## config.mk

```make
export PLATFORM = sky130hd
export DESIGN_NAME = irrc_entry_cache
export DESIGN_NICKNAME = d
export VERILOG_FILES = /design/src/irrc_pkg.sv /design/src/irrc_entry_cache.sv
export SDC_FILE = /design/constraint.sdc
export NUM_CORES = 2
export LEC_CHECK = 0
export ABC_AREA = 0
export BUFFER_PORTS_ARGS = -buffer_cell sky130_fd_sc_hd__buf_2
export CORE_MARGIN = 5
export CORE_UTILIZATION = 55
export DETAILED_ROUTE_END_ITERATION = 8
export GPL_ROUTABILITY_DRIVEN = 0
export MAX_ROUTING_LAYER = met4
export PLACE_DENSITY = 0.75
export SLEW_MARGIN = 20
export SYNTH_ARGS = -nofsm -noshare
export SYNTH_HDL_FRONTEND = slang
export SYNTH_SLANG_ARGS = --single-unit
```

## constraint.sdc

```tcl
create_clock -name sys_clk -period 34.7 [get_ports sys_clk]
set_input_delay 1.735 -clock sys_clk [delete_from_list [all_inputs] [get_ports sys_clk]]
set_output_delay 1.735 -clock sys_clk [all_outputs]
set_load 0.02 [all_outputs]
```

## src/irrc_pkg.sv

```systemverilog
// constants, field layouts and states for the interrupt remap request checker
package irrc_pkg;
    // fault reason codes
    localparam logic [7:0] FR_RSVD_REQ = 8'h20;
    localparam logic [7:0] FR_BOUNDS = 8'h21;
    localparam logic [7:0] FR_NOT_PRESENT = 8'h22;
    localparam logic [7:0] FR_TABLE_ERR = 8'h23;
    localparam logic [7:0] FR_BAD_ENTRY = 8'h24;
    localparam logic [7:0] FR_COMPAT_BLOCKED = 8'h25;
    localparam logic [7:0] FR_SID_MISMATCH = 8'h26;
    localparam logic [7:0] FR_DESC_ERR = 8'h27;
    localparam logic [7:0] FR_DESC_RSVD = 8'h28;

    // request decode
    localparam logic [11:0] INT_WINDOW = 12'hfee;
    localparam logic [3:0] DWORD_BE = 4'hf;
    localparam int ADDR_FMT_BIT = 4;
    localparam int ADDR_SHV_BIT = 3;
    localparam int ADDR_H15_BIT = 2;
    localparam int ADDR_HLO_LSB = 5;
    localparam int ADDR_HLO_MSB = 19;
    localparam int ENTRY_SHIFT = 4;

    // register byte offsets
    localparam logic [7:0] REG_CTRL = 8'h00;
    localparam logic [7:0] REG_TSIZE = 8'h04;
    localparam logic [7:0] REG_BASE = 8'h08;
    localparam logic [7:0] REG_HAW = 8'h0c;
    localparam logic [7:0] REG_STATUS = 8'h10;
    localparam logic [7:0] REG_FCNT = 8'h14;
    localparam logic [7:0] REG_FWDCNT = 8'h18;

    // control and status register fields
    localparam int CTRL_REMAP_EN_BIT = 0;
    localparam int CTRL_COMPAT_OK_BIT = 1;
    localparam int CTRL_EXTENDED_INT_MODE_ENABLE_BIT = 2;
    localparam int CTRL_COHERENT_BIT = 3;
    localparam int CTRL_FLUSH_BIT = 4;
    localparam int STATUS_BUSY_BIT = 0;
    localparam int STATUS_REASON_LSB = 8;

    // reset values
    localparam logic [3:0] CTRL_RESET = 4'h0;
    localparam logic [16:0] TSIZE_RESET = 17'h0_0000;
    localparam logic [31:0] BASE_RESET = 32'h0000_0000;
    localparam logic [5:0] HAW_RESET = 6'h20;

    // table entry layout
    localparam int E_P_BIT = 0;
    localparam int E_FPD_BIT = 1;
    localparam int E_DM_BIT = 2;
    localparam int E_RH_BIT = 3;
    localparam int E_TM_BIT = 4;
    localparam int E_DLM_LSB = 5;
    localparam int E_IM_BIT = 15;
    localparam int E_VEC_LSB = 16;
    localparam int E_DEST_LSB = 32;
    localparam int E_SID_LSB = 64;
    localparam int E_SQ_LSB = 80;
    localparam int E_SVT_LSB = 82;
    localparam logic [127:0] E_RSVD_MASK = 128'hffff_ffff_fff0_0000_0000_0000_ff00_7f00;

    // requester verify encodings
    localparam logic [1:0] SVT_NONE = 2'h0;
    localparam logic [1:0] SVT_SID = 2'h1;
    localparam logic [1:0] SVT_BUS = 2'h2;

    typedef enum logic [2:0] {ST_IDLE, ST_DECODE, ST_FETCH, ST_VERIFY, ST_SEND, ST_POST} irrc_state_e;
endpackage

```

## src/irrc_entry_cache.sv

```systemverilog
// direct-mapped cache of remap table entries
module irrc_entry_cache import irrc_pkg::*; #(
    parameter int SETS_LOG = 3,
    parameter int IDX_W = 17,
    parameter int ENTRY_W = 128
) (
    input wire logic sys_clk,
    input wire logic rst,
    input wire logic flush,
    input wire logic [IDX_W-1:0] look_idx,
    output logic look_hit,
    output logic [ENTRY_W-1:0] look_entry,
    input wire logic fill_valid,
    input wire logic [IDX_W-1:0] fill_idx,
    input wire logic [ENTRY_W-1:0] fill_entry
);
    localparam int SETS = 1 << SETS_LOG;
    localparam int TAG_W = IDX_W - SETS_LOG;

    typedef struct packed {
        logic [SETS-1:0] valid;
        logic [SETS-1:0][TAG_W-1:0] tag;
        logic [SETS-1:0][ENTRY_W-1:0] data;
    } irrc_cache_s;

    irrc_cache_s state_reg;
    irrc_cache_s state_next;
    logic [SETS_LOG-1:0] look_set;
    logic [SETS_LOG-1:0] fill_set;

    assign look_set = look_idx[SETS_LOG-1:0];
    assign fill_set = fill_idx[SETS_LOG-1:0];
    assign look_hit = state_reg.valid[look_set] && (state_reg.tag[look_set] == look_idx[IDX_W-1:SETS_LOG]);
    assign look_entry = state_reg.data[look_set];

    always_comb begin
        state_next = state_reg;
        if (fill_valid) begin
            state_next.valid[fill_set] = 1'b1;
            state_next.tag[fill_set] = fill_idx[IDX_W-1:SETS_LOG];
            state_next.data[fill_set] = fill_entry;
        end
        // flush wins so a stale entry never survives an invalidate
        if (flush) begin
            state_next.valid = '0;
        end
    end

    always_ff @(posedge sys_clk or posedge rst) begin
        if (rst) begin
            state_reg <= '0;
        end else begin
            state_reg <= state_next;
        end
    end
endmodule

```

-- Yosys cells after proc, flatten, opt, wreduce, memory -nomap -nowiden
Index checks and enable logic that the tools add are counted.
- logic and storage cells: 41
- bits in registers: 1144
- output and inout bits: 129
- order comparisons: 3
- eq/ne operators: 1
- multiplexer cells: 16
- reduce and logical (&&, ||, !) cells: 3
- bitwise logic cells: 1
- operators by type and width (kind ; count):
    two-way mux 1144 bit ; 1
    bitwise mux 1024 bit ; 1
    binary-select mux 128 bit (select 3 bit) ; 1
    demux 128 bit (select 3 bit) ; 1
    two-way mux 128 bit ; 2
    bitwise mux 112 bit ; 1
    binary-select mux 14 bit (select 3 bit) ; 1
    demux 14 bit (select 3 bit) ; 1
    two-way mux 14 bit ; 2
    == test 14 bit ; 1
    < comparator 3 x 4 -> 1 bit (second input constant) ; 2
    two-way mux 8 bit ; 1
    bitwise OR 8 bit ; 1
    binary-select mux 1 bit (select 3 bit) ; 1
    demux 1 bit (select 3 bit) ; 1
    >= comparator 3 x 1 -> 1 bit (second input constant) ; 1
    logical AND 1 bit ; 2
    two-way mux 1 bit ; 2
    nonzero test 2 bit ; 1

-- Longest topological paths before layout
- depth in word-level cells: 7
- mapped depth: 9
- mapped depth without buffers: 6

-- Worst setup path before layout
Ideal clock, no wire load.
- path kind: in2out
- start point: in look_idx[0]
- end point: out look_hit
- cell stages on the path: 9
- path buffers: 3
- arrival: 3391 ps
- setup slack: 29574 ps
- path through: buf_2 -> buf_6 -> buf_4 -> nand2_1 -> o22ai_1 -> a221oi_1 -> xnor2_1 -> nand4_1 -> nor4_2
- word-level cells in the longest chain between the ends: 4
- elaborated cells on any way between the ends: 6
- RTL lines (item ; RTL line ; RTL):
    from (decl) ; irrc_entry_cache.sv:10 ; input wire logic [IDX_W-1:0] look_idx,
    binary-select mux 14 bit (select 3 bit) ; irrc_entry_cache.sv:33 ; assign look_hit = state_reg.valid[look_set] && (state_reg.tag[look_set] == look_idx[IDX_W-1:SETS_LOG]);
    two-way mux 14 bit (not written as such) ; irrc_entry_cache.sv:33 ;
    == test 14 bit ; irrc_entry_cache.sv:33 ;
    logical AND 1 bit * ; irrc_entry_cache.sv:33 ;
    to (decl) ; irrc_entry_cache.sv:11 ; output logic look_hit,
Every way passes the cells marked *; elsewhere a longest branch is shown, timed or not. The select of a mux whose other input is x is not followed.

-- Worst setup path in the final report
- start point: in look_idx[2]
- end point: out look_hit
The elaborated chain is that of the path after synthesis.

==> metrics.md <==
| Metric | Value |
|---|---|
| Outcome | `complete, no violations` |
| Cell type with the largest total area after synthesis | `sky130_fd_sc_hd__dfrtp_1` |
| Largest fanout on the critical path | `69` |
| Final layout net count | `around 3400` |
| Leading post-synthesis cells by instance count | `sky130_fd_sc_hd__mux2_2, sky130_fd_sc_hd__dfrtp_1, sky130_fd_sc_hd__mux4_2` |
| Period utilization | `22.0%` |
| Area occupied by multi-input gates | `0.0212 sq mm` |
| Vert. Die Dim | `between 300 and 400 um` |
| Leakage power figure | `24.6 nW` |
| Final hold viol count | `0` |
| Initial Util | `55.5%` |
| Number of global-route vias before repair | `~32000` |
| Layout overhead on the synthesized area | `13.1%` |
| Port-buffer cells | `294` |
| Setup tns final | `0 ns` |
| Sequential cell area | `0.0286 sq mm` |
| Crit-path max cell delay | `0.87 ns` |
| Max-Cap Viols | `0` |
| Remaining global-route overflow | `0` |
| DRC Markers | `0` |
| Number of buffers added to fix hold violations after cts | `0` |
| Top cells by area, synth | `sky130_fd_sc_hd__dfrtp_1, sky130_fd_sc_hd__mux2_2, sky130_fd_sc_hd__mux4_2, sky130_fd_sc_hd__buf_2, sky130_fd_sc_hd__mux2i_1` |
| Placed wire-length estimate after detailed placement | `67.8 mm` |
| Post-cts sizing count | `0` |
| Via-per-instance ratio | `6.07` |
| Detailed-route via count | `27647` |
| Slowest stage cell, crit path | `sky130_fd_sc_hd__buf_4` |
| Post-CTS repair timing setup buffer count | `0` |
| Number of clock sinks | `1144` |
| Post-placement cell area | `0.0532 sq mm` |
| Global routing usage summed across all routing layers | `between 20% and 30%` |
| Fillers | `between 6000 and 7000` |
| Transition time at the pin with the least slew margin | `1.11 ns` |
| Number of buffers between clock root and the deepest sink | `3` |
| Proportion of layout cells with a drive suffix above 1 | `62.6%` |
| Design area | `~0.058 sq mm` |
| Final slew viol count | `0` |
| Number of register bits inferred by synthesis | `1144` |
| Final critical path time including I/O delays and setup | `7.62 ns` |
| Pwr dens | `between 60 and 70 mW/mm^2` |
| Final WL | `116 mm` |
| Floorplan Core Area | `0.0917 sq mm` |
| Slack of the worst reg-to-reg path | `33.90 ns` |
| Wire length of the first global-routing pass | `186 mm` |
| Critical path class | `in2out` |
| Root Driver | `sky130_fd_sc_hd__clkbuf_16` |
| Cells along the critical path | `clkbuf_8, buf_4, buf_4, mux4_1, mux2i_1, xor2_1, o2111ai_1, nor4_2, buf_2` |
| Max transition margin | `about a quarter` |
| Horiz. Die Dim | `~310 um` |
| Cells on worst reg2reg path | `1` |
| Cell area after synthesis | `0.0508 sq mm` |
| Buf+Inv Stages, Crit Path | `4` |
| Number of nets produced by synthesis | `3151` |
| Data required time at the worst endpoint | `32.97 ns` |
| Primary flip-flop cell chosen by synthesis mapping | `sky130_fd_sc_hd__dfrtp_1` |
| TritonCTS clock tree | `built` |
| Worst path arrival time | `5.89 ns` |
| Initial antenna violation count | `34` |
| I/O Pins | `approximately 300` |
| Register clock-pin slew on the reported worst setup and hold paths | `0.06 ns` |
| Gate count after technology mapping | `2985` |
| Sequential area share after synthesis | `56.3%` |
| First-pass iteration count of the detailed router | `4` |
| Clock latency at the later pin of the worst-skew pair | `0.68 ns` |
| H-Tree Level Count | `3` |
| Area fraction of the dominant cell type after synthesis | `56.3%` |
| Crit-path most repeated cell | `sky130_fd_sc_hd__buf_4` |
| Worst hold path class | `reg2reg` |
| Synth warnings | `0` |
| Startpoint class of the critical path | `primary input` |
| Worst-case vdd ir drop | `47.9 uV` |
| Antenna Violating Nets Remaining | `0` |
| Max Clock Skew | `0 ns` |
| Highest Clock Rate | `around 0.13 GHz` |
| Standard-cell row count | `roughly 110` |
| Category of cells accounting for the largest share of critical-path delay | `buffers and inverters` |
| Mapped Avg Cell Area | `17.0 sq um` |
| Number of enable flip-flop cells after synthesis | `0` |
| Endpoint type of the worst setup path | `output pin` |
| Die area | `0.0986 sq mm` |
| RSZ-0062 raised after global routing | `no` |
| Violation count after the first detailed-route iteration | `approximately 1300` |
| Maximum number of pins on one net before global-route repair | `roughly 200` |
| Final setup vio count | `0` |
| Cell count of the worst hold path | `1` |
| Average routed wire per standard cell | `around 26 um` |
| Number of CTS-inserted buffers | `~120` |
| Library cells used by synthesis | `34` |
| Post-synth ARST share | `100%` |
| Most used standard cell by instance count after synthesis | `sky130_fd_sc_hd__mux2_2` |
-- logic make-up (layout without fill, tap and decap cells) --
group                  count (synthesis)  count (layout)  share of synthesized area [%]
other                                  0              30                              0
buffers and inverters                213             563                           2.05
AND/OR/NAND/NOR                       33              33                          0.389
XOR/XNOR                              14              14                          0.241
flip-flops                          1144            1144                           56.3
multiplexers                        1569            1569                           40.9
AO/OA/AOI/OAI                         12              12                          0.162
-- layout make-up --
type | count | share of cell area (%)
tap | 1186 | 2.58
multi-input combinational | 1628 | 36.9
clock buffer | 175 | 6.23
timing repair buffer | 341 | 3.46
sequential | 1144 | 49.8
clock inverter | 42 | 0.909
antenna | 30 | 0.131
inverter | 5 | 0.0457
-- placed cells by master (no fill, tap or decap), types with 4 or more instances in the layout --
cell type | synthesis | final
sky130_fd_sc_hd__buf_4 | 7 | 35
sky130_fd_sc_hd__nor2_1 | 10 | 9
sky130_fd_sc_hd__diode_2 | 0 | 30
sky130_fd_sc_hd__buf_6 | 5 | 4
sky130_fd_sc_hd__mux4_2 | 273 | 273
sky130_fd_sc_hd__clkbuf_16 | 0 | 121
sky130_fd_sc_hd__clkbuf_8 | 0 | 36
sky130_fd_sc_hd__mux4_1 | 4 | 4
sky130_fd_sc_hd__xor2_1 | 10 | 10
sky130_fd_sc_hd__dfrtp_1 | 1144 | 1144
sky130_fd_sc_hd__xnor2_1 | 4 | 4
sky130_fd_sc_hd__bufinv_16 | 0 | 10
sky130_fd_sc_hd__a21oi_1 | 4 | 4
sky130_fd_sc_hd__inv_1 | 5 | 4
sky130_fd_sc_hd__buf_12 | 1 | 5
sky130_fd_sc_hd__clkbuf_1 | 57 | 19
sky130_fd_sc_hd__buf_2 | 128 | 291
sky130_fd_sc_hd__clkinv_2 | 0 | 25
sky130_fd_sc_hd__nand4_1 | 4 | 4
sky130_fd_sc_hd__mux2_2 | 1270 | 1270
sky130_fd_sc_hd__mux2i_1 | 22 | 22
-- worst max path at each step --
| stage | endpoint | cells past startpoint | slack (ns) | from |
|---|---|---|---|---|
| after global routing | look_hit | 9 | 26.99 | look_idx[2] |
| after global placement | look_hit | 9 | 27.16 | look_idx[2] |
| after floorplan | async pin | 1 | 0.75 | rst |
| after CTS | look_hit | 9 | 27.07 | look_idx[2] |
| after detailed placement | look_hit | 9 | 27.11 | look_idx[2] |
| final | look_hit | 9 | 27.08 | look_idx[2] |
-- power by group --
group	switching [W]	total, W	internal, W
Clock	0.000522	0.00131	0.000786
Combinational	0.000301	0.000729	0.000427
Sequential	0.000149	0.00178	0.00163
Total	0.000972	0.00381	0.00284
-- routing by layer --
metal | global-route usage, % | share of wire, %
met2 | 41.1 | 52
met3 | 4.59 | 4.2
met4 | 7.40 | 2.9
met1 | 31.2 | 41
met5 | - | 0
-- per-stage QoR --
| stage | hold slack, ns | instances | total power (W) | util [%] | setup slack [ns] |
|---|---|---|---|---|---|
| after floorplan | 0.461 | 2985 | 0.00232 | - | 0.746 |
| after global placement | 0.473 | 4300 | 0.00246 | 58.1 | 27.16 |
| after detailed placement | 0.487 | 4300 | 0.00253 | 58.1 | 27.11 |
| after CTS | 0.500 | 4517 | 0.00385 | 62.5 | 27.07 |
| after global routing | 0.511 | 4551 | 0.00399 | 62.7 | 26.99 |
| final | 0.497 | 4551 | 0.00381 | 62.7 | 27.08 |
Note: power is estimated with default switching activity, not from simulation.
